`src/core/tsr_defines.vh`:
```
// constants for the transceiver status readout block
// How it works
// - bits 0 and 1 show live local and remote wakeup flags, never cleared.
// - bit 2 always reads high.
// - bits 3 to 10 latch their internal flags once high.
// - bit 11 shows guardian enable in normal mode, low otherwise.
// - guardian enable is sampled for bit 11 on mode-control rising edges while a readout is open.
// - bits 12 to 15 always read low.
// - bits 16-23 and 24-31 hold fixed version bytes, never altered.
// - falling edges shift bits out inverted from bit 0, starting at second edge.
// - mode holds while toggling; steady input past filter time ends readout, sets mode.
// - at readout end, bits 4-10 clear only if shifted out and source clear.
`ifndef TSR_DEFINES_VH
`define TSR_DEFINES_VH
// 20 us mode-change filter at the 4 ns core clock
`define TSR_MODE_FILTER_CYC 16'h1388
`define TSR_CNT_W 16
`define TSR_WORD_W 32
`define TSR_IDX_W 6
`define TSR_LAST_BIT 6'h1f
`define TSR_BIT_PAST 6'h20
`define TSR_STICKY_LO 3
`define TSR_STICKY_HI 10
`define TSR_CLEAR_LO 4
`define TSR_GUARD_BIT 11
`define TSR_VER_ANALOG 8'h11
`define TSR_VER_DIGITAL 8'h22
`define TSR_MODE_NORMAL 1'b1
`define TSR_STICKY_N 8
`define TSR_SHIFT_FALLS 2'h1
`define TSR_FALLS_IDLE 2'h0
`define TSR_PAD_LOW 4'h0
`define TSR_BIT2_LEVEL 1'b1
`endif

```
`src/core/tsr_sync.v`:
```
// two-flop synchroniser for a pin level
`timescale 1ns/1ns
module tsr_sync
(
    // clock and reset
    input wire i_core_clk,
    input wire i_rst_b,
    // pin and synchronised level
    input wire i_pin,
    output reg o_level
);
    reg stage1;

    always @(posedge i_core_clk or negedge i_rst_b)
    begin
        if (!i_rst_b)
        begin
            stage1 <= 1'b0;
            o_level <= 1'b0;
        end
        else
        begin
            stage1 <= i_pin;
            o_level <= stage1;
        end
    end
endmodule // tsr_sync

```
`src/core/tsr_status_readout.v`:
```
// serial status word readout on the fault output, clocked by mode control
`timescale 1ns/1ns
`include "tsr_defines.vh"
module tsr_status_readout
#(
    parameter [`TSR_CNT_W-1:0] MODE_FILTER_CYC = `TSR_MODE_FILTER_CYC
)
(
    // clock and reset
    input wire i_core_clk,
    input wire i_rst_b,
    // host pins
    input wire i_mode_ctrl,
    input wire i_guardian_enable_in,
    // internal flags, same clock domain
    input wire i_local_wake,
    input wire i_remote_wake,
    input wire [7:0] i_flags,
    input wire i_fault_level_n,
    // outputs
    output reg o_fault_status_out_n,
    output reg o_mode_normal,
    output reg o_readout_active
);
    // synchronised pins and their edges
    wire en_s;
    wire guard_s;
    wire rise;
    wire fall;
    reg en_d;

    // time since the last mode-control edge
    reg [`TSR_CNT_W-1:0] stable_cnt;
    reg [`TSR_CNT_W-1:0] next_stable_cnt;
    wire settled;
    wire finish;

    // shift position within the word
    reg [1:0] falls;
    reg [1:0] next_falls;
    reg [`TSR_IDX_W-1:0] bit_idx;
    reg [`TSR_IDX_W-1:0] next_bit_idx;
    wire shifting;
    wire shift_now;

    // status word parts
    wire [`TSR_STICKY_N-1:0] sticky;
    wire [`TSR_STICKY_N-1:0] read_mask;
    reg guard_latch;
    wire guard_bit;
    wire [`TSR_WORD_W-1:0] word;
    reg next_out;
    genvar g;

    // slow host pins cross into the core clock first
    tsr_sync u_sync_en
    (
        .i_core_clk(i_core_clk),
        .i_rst_b(i_rst_b),
        .i_pin(i_mode_ctrl),
        .o_level(en_s)
    );

    tsr_sync u_sync_bg
    (
        .i_core_clk(i_core_clk),
        .i_rst_b(i_rst_b),
        .i_pin(i_guardian_enable_in),
        .o_level(guard_s)
    );

    // resets low like the pulled-down pin, so no false edge after reset
    always @(posedge i_core_clk or negedge i_rst_b)
    begin
        if (!i_rst_b)
            en_d <= 1'b0;
        else
            en_d <= en_s;
    end

    assign rise = en_s & ~en_d;
    assign fall = ~en_s & en_d;

    // restarts on every edge and parks once the filter time is reached
    always @*
    begin
        next_stable_cnt = stable_cnt;
        if (rise || fall)
            next_stable_cnt = {`TSR_CNT_W{1'b0}};
        else if (!settled)
            next_stable_cnt = stable_cnt + 1'b1;
    end

    always @(posedge i_core_clk or negedge i_rst_b)
    begin
        if (!i_rst_b)
            stable_cnt <= {`TSR_CNT_W{1'b0}};
        else
            stable_cnt <= next_stable_cnt;
    end

    assign settled = (stable_cnt >= MODE_FILTER_CYC);
    // a fresh edge always wins over the end of a readout
    assign finish = settled & o_readout_active & ~rise & ~fall;

    // any edge starts a readout; mode is frozen meanwhile
    always @(posedge i_core_clk or negedge i_rst_b)
    begin
        if (!i_rst_b)
        begin
            o_readout_active <= 1'b0;
            o_mode_normal <= 1'b0;
        end
        else if (rise || fall)
        begin
            o_readout_active <= 1'b1;
        end
        else if (finish)
        begin
            o_readout_active <= 1'b0;
            o_mode_normal <= (en_s == `TSR_MODE_NORMAL);
        end
    end

    // the first falling edge only arms the shifter
    assign shifting = o_readout_active && (falls == `TSR_SHIFT_FALLS);
    assign shift_now = fall && shifting;

    always @*
    begin
        next_falls = falls;
        next_bit_idx = bit_idx;
        if (finish)
        begin
            next_falls = `TSR_FALLS_IDLE;
            next_bit_idx = {`TSR_IDX_W{1'b0}};
        end
        else if (fall)
        begin
            if (falls != `TSR_SHIFT_FALLS)
                next_falls = falls + 2'h1;
            // parks past the word, so a long host clock cannot wrap around
            if (shift_now && bit_idx != `TSR_BIT_PAST)
                next_bit_idx = bit_idx + 1'b1;
        end
    end

    always @(posedge i_core_clk or negedge i_rst_b)
    begin
        if (!i_rst_b)
        begin
            falls <= `TSR_FALLS_IDLE;
            bit_idx <= {`TSR_IDX_W{1'b0}};
        end
        else
        begin
            falls <= next_falls;
            bit_idx <= next_bit_idx;
        end
    end

    always @(posedge i_core_clk or negedge i_rst_b)
    begin
        if (!i_rst_b)
            guard_latch <= 1'b0;
        else if (rise && o_readout_active)
            guard_latch <= guard_s;
    end

    assign guard_bit = guard_latch & o_mode_normal;

    assign word = {`TSR_VER_DIGITAL, `TSR_VER_ANALOG,
                   `TSR_PAD_LOW,
                   guard_bit,
                   sticky,
                   `TSR_BIT2_LEVEL,
                   i_remote_wake, i_local_wake};

    always @*
    begin
        next_out = i_fault_level_n;
        if (shifting && bit_idx <= `TSR_LAST_BIT)
            next_out = ~word[bit_idx[4:0]];
        // past bit 31 the normal indication returns
        else if (shifting)
            next_out = i_fault_level_n;
    end

    // output moves only on falling edges while a readout is open
    always @(posedge i_core_clk or negedge i_rst_b)
    begin
        if (!i_rst_b)
            o_fault_status_out_n <= 1'b1;
        else if (fall)
            o_fault_status_out_n <= next_out;
        else if (!o_readout_active)
            o_fault_status_out_n <= i_fault_level_n;
    end

    // one latch and one shown marker per sticky bit
    generate
        for (g = 0; g < `TSR_STICKY_N; g = g + 1)
        begin : g_sticky
            reg held;
            reg shown;

            always @(posedge i_core_clk or negedge i_rst_b)
            begin
                if (!i_rst_b)
                    shown <= 1'b0;
                else if (finish)
                    shown <= 1'b0;
                else if (shift_now && bit_idx == `TSR_STICKY_LO + g)
                    shown <= 1'b1;
            end

            // set wins over clear, so a flag firing at the end is kept
            always @(posedge i_core_clk or negedge i_rst_b)
            begin
                if (!i_rst_b)
                    held <= 1'b0;
                else if (i_flags[g])
                    held <= 1'b1;
                else if (finish && shown && (g >= `TSR_CLEAR_LO - `TSR_STICKY_LO))
                    held <= 1'b0;
            end

            assign sticky[g] = held;
            assign read_mask[g] = shown;
        end
    endgenerate

endmodule // tsr_status_readout

```
`config.mk`:
```
export PLATFORM = sky130hd
export DESIGN_NAME = tsr_status_readout
export DESIGN_NICKNAME = d
export VERILOG_FILES = /design/src/core/tsr_sync.v /design/src/core/tsr_status_readout.v
export VERILOG_INCLUDE_DIRS = /design/src /design/src/core
export SDC_FILE = /design/constraint.sdc
export NUM_CORES = 1
export LEC_CHECK = 0
export ABC_AREA = 0
export BUFFER_PORTS_ARGS = -buffer_cell sky130_fd_sc_hd__buf_2
export CORE_ASPECT_RATIO = 1.25
export CORE_MARGIN = 2
export CORE_UTILIZATION = 35
export DETAILED_ROUTE_END_ITERATION = 8
export PLACE_DENSITY = 0.51
export SLEW_MARGIN = 15
export SYNTH_ARGS = -nofsm -noshare
export SYNTH_HDL_FRONTEND = slang
export SYNTH_HIERARCHICAL = 1
export SYNTH_SLANG_ARGS = --single-unit
```
`constraint.sdc`:
```
create_clock -name i_core_clk -period 4.06 [get_ports i_core_clk]
set_clock_uncertainty 0.1 [all_clocks]
set_input_delay 1.218 -clock i_core_clk [delete_from_list [all_inputs] [get_ports i_core_clk]]
set_output_delay 1.218 -clock i_core_clk [all_outputs]
set_load 0.05 [all_outputs]
```
==> impl_summary.log, run 1 <==
[metrics] Max Freq: 0.401 GHz
[metrics] number of global-route vias before repair: 1,714
[metrics] post-detailed-route DRC marker count: 0
[metrics] count of inserted antenna diode cells: 0
[metrics] worst relative slew slack: 42.3%
[metrics] final critical delay including setup and external delays: 2.50 ns
[metrics] number of antenna violations at the first check in global routing: 0
[metrics] Unique masters post-synth: 43
[metrics] fin crit share: 61.5%
[metrics] number of cells traversed by the worst register-to-register path: 6
[metrics] routed length per instance: 14.5 um
[metrics] number of buffers added by the clock tree synthesis step: 5
[metrics] origin of the critical flop-to-flop path: u_sync_en/o_level
[metrics] Placement Rows: 33
[metrics] number of endpoints with negative hold slack in the final report: 0
[metrics] r2r setup slk: 1.56 ns
[metrics] mapped cell area: 2310 um2
[metrics] total negative setup slack: 0 ns
[metrics] Die Height: 94.8 um
[metrics] setup bufs post-CTS: 0
[metrics] clock transition time at the flip-flop clock pins of the worst setup and hold paths: 0.09 ns
[metrics] total via count after detailed routing: 1,712
[metrics] synthesized netlist cell count: 223
[metrics] cell-by-cell trace of the critical path: inv_1 -> ha_1 -> nand2b_1 -> nor2_1 -> and2_0 -> o21ai_0
[metrics] Initial DRT Pass Iterations: 4
[metrics] worst skew pair latency: 0.31 ns
[metrics] Placed Area: 2470 um2
[metrics] Finish-stage setup viols: 0
[metrics] initial drt markers: 74
[metrics] Critical Path AT: 2.56 ns
[metrics] cell with the biggest individual delay on the critical path: and2_0
[metrics] critical register-to-register path endpoint: o_readout_active
[metrics] synthesized net count: 248
[metrics] overall track demand over capacity in global routing: 14.4%
[metrics] status: finished clean
[metrics] standard cell core area: 6480 um2
[metrics] critical path endpoint category: flop
[metrics] number of routed nets with antenna violations: 0
[metrics] worst IR drop on VDD: 0.150 mV
[metrics] Tightest Hold Check Type: reg2reg
[metrics] average cell area after synthesis: 10.3 um2
[metrics] layout net count: 266
[metrics] routed wire length: 4780 um
[metrics] pin count of the biggest net entering global routing: 31
[metrics] Die Span X: 76.6 um
[metrics] post-detail-place hpwl: 3370 um
[metrics] starting density of the core: 35.6%
[metrics] CTS Hold Bufs: 0
[metrics] hold depth: 0
[metrics] Seq cells post-synth: 48
[metrics] leakage: 1.10 nW
[metrics] post-cts sizing count: 0
[metrics] fin. max-slew vios: 0
[metrics] P per Cell Area: 433 nW/um2
[metrics] buffers and inverters on the worst path: 1
[metrics] startpoint class of the critical path: flop
[metrics] Hold Path Sink: u_sync_en/o_level
[metrics] area enclosed by the die boundary: 7260 um2
[metrics] post-route design area: 2560 um2
[metrics] max-capacitance violation count: 0
[metrics] layout cells sized above 1: 14.0%
[metrics] transition time at the pin with the least slew margin: 0.865 ns
[metrics] top-level I/O count: 18
[metrics] setup repair after global routing missed its margin: no
[metrics] Area Growth Syn to Fin: 11.1%
[metrics] critical path start-end classification: reg2reg
[metrics] most used flip-flop cell after synthesis: dfrtp_1
[metrics] root buffer cell: clkbuf_8
[metrics] wire length of the first global-routing pass: 8200 um
[metrics] biggest cell delay along the critical path: 0.77 ns
[metrics] number of levels in the clock H-tree: 2
[metrics] Synth Warn #: 6
[metrics] weighted congestion reported at the end of routability-driven placement: 0.798
[metrics] largest buffer count on any clock path: 2
[metrics] critical path fanouts, max: 16
[metrics] remaining global-route overflow: 0
[metrics] IO Port Bufs: 17
[metrics] sequential-to-total area share from yosys stat: 52.1%
[metrics] dominant delay contributor by cell family on the critical path: simple AND/OR/NAND/NOR gates
[metrics] beginning of the worst hold path: u_sync_en/stage1
[metrics] CTS sink count: 48
[metrics] post-DR vias/cell: 5.20
[metrics] endpoint required time on the critical path: 4.13 ns
[metrics] Post-synth EDFFs: 0
[metrics] TritonCTS clock tree: built
[metrics] share of flip-flops with an asynchronous set or reset after synthesis: 100%
## cell usage after synthesis (2+ instances only)
cell       count  share of area (%)
a211oi_1       2               0.65
a21o_1         7                2.3
a21oi_1       19                4.1
and2_1         4                1.1
and3_1         3               0.81
buf_2          2               0.43
clkbuf_1       4               0.65
dfrtp_1       47                 51
ha_1          10                5.4
inv_1         14                2.3
mux2_2         2               0.98
mux2i_1        5                2.2
nand2_1        9                1.5
nand3_1       12                2.6
nand4_1        5                1.4
nor2_1        21                3.4
nor3_1         2               0.43
o2111ai_1      2               0.76
o211ai_1       2               0.65
o21ai_0        9                2.0
o31ai_1        5                1.6
or3_1          8                2.2
or4_1          5                1.6
xnor2_1        3                1.1
xor2_1         3                1.1
## kinds of logic after synthesis
logic type                 Yosys count  share of synthesized area (%)
muxes                                8                           4.12
DFF                                 48                           52.1
and+or+nand+nor                     78                           18.1
buffers and inverters               22                           4.29
AOI/OAI and AO/OA                   51                           13.7
xor gates and xnor gates             6                           2.28
adders and majority gates           10                           5.43
## layout make-up
cell class,instances,area [um2]
fillers,655,3920
flip-flops and latches,48,1200
multi-input cells,153,1000
well taps,87,109
repair buffers,19,100
clock buffers,7,86.3
inverters,14,52.6
clock inverters,1,7.51
## power by group
group          switching (mW)  internal [mW]
Clock                   0.164          0.139
Combinational           0.129         0.0916
Sequential             0.0600          0.526
Total                   0.353          0.756
## placed cells by master (no fill, tap or decap), types with 2 or more instances in the layout
cell / count
xnor2_1: 3
nand2_1: 9
buf_2: 17
ha_1: 10
a211oi_1: 2
nand3_1: 12
o31ai_1: 5
nand4_1: 5
and2_1: 4
xor2_1: 3
o21ai_0: 9
a21oi_1: 19
mux2_2: 2
or3_1: 8
dfrtp_1: 47
inv_1: 14
nor3_1: 2
o2111ai_1: 2
and3_1: 3
nor2_1: 21
clkbuf_8: 6
buf_4: 2
o211ai_1: 2
a21o_1: 7
mux2i_1: 5
or4_1: 5
## metal layers
layer	GRT usage, %	part of all wire, %
met2	25.4	52
met1	17.0	43
met3	3.54	3.2
met5	0	0
met4	5.91	1.7
## worst max-delay path by stage
stage / from / endpoint / slack (ns) / cells after the start
4_1_cts: u_sync_en/o_level / o_readout_active / 1.54 / 6
5_1_grt: u_sync_en/o_level / g_sticky[3].shown / 1.31 / 6
6_report: u_sync_en/o_level / o_readout_active / 1.56 / 6
3_3_place_gp: u_sync_en/o_level / o_readout_active / 1.65 / 6
2_1_floorplan: o_readout_active / bit_idx[4] / 2.05 / 6
3_5_place_dp: u_sync_en/o_level / o_readout_active / 1.56 / 6
## through the flow
step | util (%) | worst slack [ns] | power, mW | cells | hold slack [ns]
3_5_place_dp | 38.1 | 1.56 | 0.819 | 321 | 0.241
3_3_place_gp | 38.1 | 1.65 | 0.818 | 321 | 0.232
4_1_cts | 39.5 | 1.54 | 1.12 | 329 | 0.263
6_report | 39.5 | 1.56 | 1.11 | 329 | 0.257
5_1_grt | 39.5 | 1.31 | 1.18 | 329 | 0.279
2_1_floorplan | - | 2.05 | 0.746 | 223 | 0.231
## state kept, by name (all words and copies together), names as in the netlist
name,cells
u_sync_bg/o_level,1
o_fault_status_out_n,1
u_sync_en/o_level,1
guard_latch,1
en_d,1
bit_idx,6
stable_cnt,16
falls,2
g_sticky.shown,7
u_sync_bg/stage1,1
o_mode_normal,1
g_sticky.held,8
u_sync_en/stage1,1
o_readout_active,1
Note: power is estimated with default switching activity, not from simulation.
==> run 2, diff against run 1 <==
--- a/config.mk
+++ b/config.mk
@@ -12,7 +12,7 @@
 export CORE_MARGIN = 2
 export CORE_UTILIZATION = 35
 export DETAILED_ROUTE_END_ITERATION = 8
-export PLACE_DENSITY = 0.51
+export PLACE_DENSITY = 0.53
 export SLEW_MARGIN = 15
 export SYNTH_ARGS = -nofsm -noshare
 export SYNTH_HDL_FRONTEND = slang
==> constraint.sdc (replaced) <==
create_clock -name i_core_clk -period 2.2 [get_ports i_core_clk]
set_clock_uncertainty 0.1 [all_clocks]
set_input_delay 0.66 -clock i_core_clk [delete_from_list [all_inputs] [get_ports i_core_clk]]
set_output_delay 0.66 -clock i_core_clk [all_outputs]
set_load 0.05 [all_outputs]
==> run 2 against run 1 <==
Sequential power up 76%. Register-to-register slack worse by 1.3 ns. Clock-buffer cell count shrank 1. Global-route usage shrank 0.17 points. Critical endpoint is now stable_cnt[7]. Sequential share of layout area is 1.4 points lower. Routed wire length down 3.0%.
==> impl_summary.log, run 2 (same netlist as run 1, synthesis figures left out) <==
[metrics] worst skew pair latency: 0.30 ns
[metrics] max-capacitance violation count: 0
[metrics] layout cells sized above 1: 16.5%
[metrics] total negative setup slack: 0 ns
[metrics] routed wire length: 4640 um
[metrics] Non-Filler Instances: 336
[metrics] leakage: 1.15 nW
[metrics] setup bufs post-CTS: 0
[metrics] weighted congestion reported at the end of routability-driven placement: 0.837
[metrics] post-cts sizing count: 0
[metrics] top-level I/O count: 18
[metrics] CTS sink count: 48
[metrics] post-route design area: 2640 um2
[metrics] number of routed nets with antenna violations: 0
[metrics] share of the core filled with cells in the final layout: 40.7%
[metrics] critical path endpoint category: flop
[metrics] initial drt markers: 67
[metrics] status: finished clean
[metrics] most frequent standard cell in the layout excluding fill and tap cells: dfrtp_1
[metrics] final critical delay including setup and external delays: 1.93 ns
[metrics] post-detailed-route DRC marker count: 0
[metrics] fin crit share: 87.8%
[metrics] commonest non-fill, non-tap cells in the layout: 47 x dfrtp_1, 21 x nor2_1, 19 x a21oi_1
[metrics] number of buffers added by the clock tree synthesis step: 5
[metrics] total via count after detailed routing: 1,713
[metrics] layout net count: 273
[metrics] met3 Usage GRT: 2.49%
[metrics] Top Registers: stable_cnt: 16 flops, g_sticky.held: 8 flops, g_sticky.shown: 7 flops
[metrics] met1 track utilization from global routing: 17.8%
[metrics] pin count of the biggest net entering global routing: 34
[metrics] worst relative slew slack: 67.8%
[metrics] number of placed cells counting well taps: 328
[metrics] Tightest Hold Check Type: in2async
[metrics] TritonCTS clock tree: built
[metrics] transition time at the pin with the least slew margin: 0.482 ns
[metrics] register with the highest flop count: stable_cnt
[metrics] Finish-stage setup viols: 0
[metrics] count of inserted antenna diode cells: 0
[metrics] area enclosed by the die boundary: 7260 um2
[metrics] Die Span X: 76.6 um
[metrics] number of global-route vias before repair: 1,737
[metrics] Placement Rows: 33
[metrics] P per Cell Area: 814 nW/um2
[metrics] post-DR vias/cell: 5.10
[metrics] post-route worst setup slack: 0.267 ns
[metrics] CTS Hold Bufs: 0
[metrics] routed length per instance: 13.8 um
[metrics] number of flip-flops under the largest register name: 16
[metrics] critical path fanouts, max: 13
[metrics] Initial DRT Pass Iterations: 4
[metrics] wire length of the first global-routing pass: 8200 um
[metrics] IO Port Bufs: 17
[metrics] Critical Path AT: 2.05 ns
[metrics] Die Height: 94.8 um
[metrics] met2 usage: 24.7%
[metrics] starting density of the core: 35.6%
[metrics] number of levels in the clock H-tree: 2
[metrics] critical path start-end classification: reg2reg
[metrics] standard cell core area: 6480 um2
[metrics] post-detail-place hpwl: 3340 um
[metrics] setup repair after global routing missed its margin: no
[metrics] endpoint required time on the critical path: 2.32 ns
[metrics] startpoint class of the critical path: flop
[metrics] r2r setup slk: 0.27 ns
[metrics] routing layer with the top usage in global route: met2
[metrics] root buffer cell: clkbuf_8
[metrics] overall track demand over capacity in global routing: 14.3%
[metrics] Worst Setup Slack post-DPL: 0.290 ns
[metrics] number of endpoints with negative hold slack in the final report: 0
[metrics] clock transition time at the flip-flop clock pins of the worst setup and hold paths: 0.09 ns
[metrics] Max Freq: 0.517 GHz
[metrics] Area Growth Syn to Fin: 14.5%
[metrics] worst IR drop on VDD: 0.353 mV
[metrics] number of antenna violations at the first check in global routing: 0
[metrics] largest buffer count on any clock path: 2
[metrics] Placed Area: 2530 um2
[metrics] fin. max-slew vios: 0
[metrics] remaining global-route overflow: 0
## run 2: stage by stage
stage,power (mW),hold WS [ns]
after global placement,1.54,0.233
after global routing,2.30,0.193
final,2.15,0.167
after floorplan,1.38,0.231
after CTS,2.19,0.176
after detailed placement,1.54,0.236
## run 2: layout make-up
cell class	count	area, um2
sequential	48	1200
clock buffer	6	72.6
timing repair buffer	26	165
tap	87	109
clock inverter	2	35.0
multi-input combinational	153	1000
inverter	14	52.6
fill	667	3840
## run 2: power breakdown
part	total (mW)	internal, mW	switching (mW)
logic	0.481	0.198	0.283
registers	1.03	0.971	0.0606
clock network	0.637	0.338	0.299
## run 2: path summary, 6_finish.rpt
check | cells after the start | start | end
max | 5 | stable_cnt[4] | stable_cnt[7]
min | 1 | i_rst_b | guard_latch
max reg2reg | 5 | stable_cnt[4] | stable_cnt[7]
min reg2reg | 0 | u_sync_en/stage1 | u_sync_en/o_level
max in group asynchronous | 2 | i_rst_b | o_fault_status_out_n
min in group i_core_clk | 0 | u_sync_en/stage1 | u_sync_en/o_level
## run 2: routing by layer
layer  vias up  wire length, um
li1        835                -
met5         -                0
met1       848             2100
met3         8              128
met2        22             2320
met4         0               89
## run 2: critical path, stage by stage, from the launching register on
cell	delay (ns)
dfrtp_1	0.44
nor4_2	0.31
o211ai_1	0.13
buf_4	0.20
or4_1	0.50
a21oi_1	0.16
==> run 3, diff against run 2 <==
--- a/config.mk
+++ b/config.mk
@@ -8,7 +8,7 @@
 export LEC_CHECK = 0
 export ABC_AREA = 0
 export BUFFER_PORTS_ARGS = -buffer_cell sky130_fd_sc_hd__buf_2
-export CORE_ASPECT_RATIO = 1.25
+export CORE_ASPECT_RATIO = 0.9
 export CORE_MARGIN = 2
 export CORE_UTILIZATION = 35
 export DETAILED_ROUTE_END_ITERATION = 8
==> run 3 against run 2 <==
Flip-flop and latch count unchanged. Register-to-register slack better by 0.02 ns. Utilization up 0.36 points. Critical path depth unchanged. Die area about the same. Largest cell class unchanged.
==> impl_summary.log, run 3 (same netlist as run 1, synthesis figures left out) <==
[metrics] Die Span X: 89.6 um
[metrics] count of inserted antenna diode cells: 0
[metrics] startpoint class of the critical path: flop
[metrics] standard cell core area: 6480 um2
[metrics] number of buffers added by the clock tree synthesis step: 5
[metrics] r2r setup slk: 0.29 ns
[metrics] origin of the critical flop-to-flop path: stable_cnt[6]
[metrics] TritonCTS clock tree: built
[metrics] IO Port Bufs: 17
[metrics] most frequent standard cell in the layout excluding fill and tap cells: dfrtp_1
[metrics] P per Cell Area: 812 nW/um2
[metrics] met1 track utilization from global routing: 18.6%
[metrics] overall track demand over capacity in global routing: 14.2%
[metrics] weighted congestion reported at the end of routability-driven placement: 0.734
[metrics] transition time at the pin with the least slew margin: 0.507 ns
[metrics] leakage: 1.16 nW
[metrics] remaining global-route overflow: 0
[metrics] layout net count: 275
[metrics] Top Registers: stable_cnt: 16 flops, g_sticky.held: 8 flops, g_sticky.shown: 7 flops
[metrics] critical register-to-register path endpoint: stable_cnt[5]
[metrics] worst IR drop on VDD: 0.265 mV
[metrics] setup repair after global routing missed its margin: no
[metrics] number of levels in the clock H-tree: 2
[metrics] routing layer with the top usage in global route: met2
[metrics] Max Freq: 0.522 GHz
[metrics] Critical Path AT: 2.03 ns
[metrics] largest buffer count on any clock path: 2
[metrics] critical path start-end classification: reg2reg
[metrics] number of flip-flops under the largest register name: 16
[metrics] clock transition time at the flip-flop clock pins of the worst setup and hold paths: 0.09 ns
[metrics] worst relative slew slack: 66.2%
[metrics] post-detailed-route DRC marker count: 0
[metrics] Finish-stage setup viols: 0
[metrics] number of routed nets with antenna violations: 0
[metrics] initial drt markers: 68
[metrics] Placed Area: 2550 um2
[metrics] fin. max-slew vios: 0
[metrics] number of global-route vias before repair: 1,683
[metrics] wire length of the first global-routing pass: 7910 um
[metrics] post-cts sizing count: 0
[metrics] setup bufs post-CTS: 0
[metrics] met2 usage: 23.5%
[metrics] commonest non-fill, non-tap cells in the layout: 47 x dfrtp_1, 21 x nor2_1, 19 x a21oi_1
[metrics] register with the highest flop count: stable_cnt
[metrics] critical path fanouts, max: 17
[metrics] number of placed cells counting well taps: 333
[metrics] endpoint required time on the critical path: 2.32 ns
[metrics] top-level I/O count: 18
[metrics] total negative setup slack: 0 ns
[metrics] post-DR vias/cell: 5.01
[metrics] total via count after detailed routing: 1,709
[metrics] post-detail-place hpwl: 3200 um
[metrics] starting density of the core: 35.6%
[metrics] Tightest Hold Check Type: in2async
[metrics] post-route design area: 2660 um2
[metrics] Worst Hold Slack: 0.231 ns
[metrics] layout cells sized above 1: 17.5%
[metrics] routed wire length: 4580 um
[metrics] critical path endpoint category: flop
[metrics] met3 Usage GRT: 2.74%
[metrics] CTS sink count: 48
[metrics] routed length per instance: 13.4 um
[metrics] root buffer cell: clkbuf_8
[metrics] final critical delay including setup and external delays: 1.91 ns
[metrics] Fill cells: 635
[metrics] worst skew pair latency: 0.30 ns
[metrics] pin count of the biggest net entering global routing: 49
[metrics] fin crit share: 87.0%
[metrics] status: finished clean
[metrics] Placement Rows: 28
[metrics] Area Growth Syn to Fin: 15.5%
[metrics] number of cells traversed by the worst register-to-register path: 5
[metrics] Die Height: 81.0 um
[metrics] area enclosed by the die boundary: 7250 um2
[metrics] number of antenna violations at the first check in global routing: 0
[metrics] number of endpoints with negative hold slack in the final report: 0
[metrics] CTS Hold Bufs: 0
[metrics] Initial DRT Pass Iterations: 4
[metrics] share of the core filled with cells in the final layout: 41.1%
[metrics] max-capacitance violation count: 0
[metrics] Non-Filler Instances: 341
[run 3: layer usage]
metal | part of all wire (%) | routed length, um
met5 | 0 | 0
met4 | 1.2 | 57
met3 | 2.7 | 124
met2 | 47 | 2160
met1 | 49 | 2230
[run 3: report_power, final]
part	switching, mW	leakage [nW]	internal (mW)
logic	0.287	0.511	0.208
clock network	0.298	0.0541	0.337
registers	0.0611	0.594	0.971
[run 3: layout make-up]
| class | count | area (um2) | share of cell area, % |
|---|---|---|---|
| multi-input combinational | 153 | 1000 | 37.7 |
| clock buffer | 5 | 68.8 | 2.58 |
| sequential | 48 | 1200 | 45.1 |
| tap | 90 | 113 | 4.23 |
| inverter | 14 | 52.6 | 1.97 |
| clock inverter | 3 | 42.5 | 1.60 |
| timing repair buffer | 28 | 180 | 6.76 |
[run 3: worst max path at each step]
stage,endpoint,startpoint,cells past startpoint,slack (ns)
3_3_place_gp,stable_cnt[5],stable_cnt[6],5,0.34
5_1_grt,bit_idx[1],bit_idx[0],7,0.11
4_1_cts,stable_cnt[10],stable_cnt[6],4,0.27
2_1_floorplan,bit_idx[4],o_readout_active,6,0.19
6_report,stable_cnt[5],stable_cnt[6],5,0.29
3_5_place_dp,stable_cnt[10],stable_cnt[6],4,0.28
[run 3: worst max-delay path, cell delays in order, from the launching register on]
cell      delay (ns)
dfrtp_1         0.42
nor4_2          0.31
o211ai_1        0.13
buf_4           0.21
or4_1           0.51
a21oi_1         0.15
[run 3: metrics by stage]
stage / power [mW] / setup slack, ns
floorplan: 1.38 / 0.193
global placement: 1.55 / 0.336
detailed placement: 1.56 / 0.279
CTS: 2.20 / 0.270
global route: 2.32 / 0.109
finish: 2.16 / 0.285
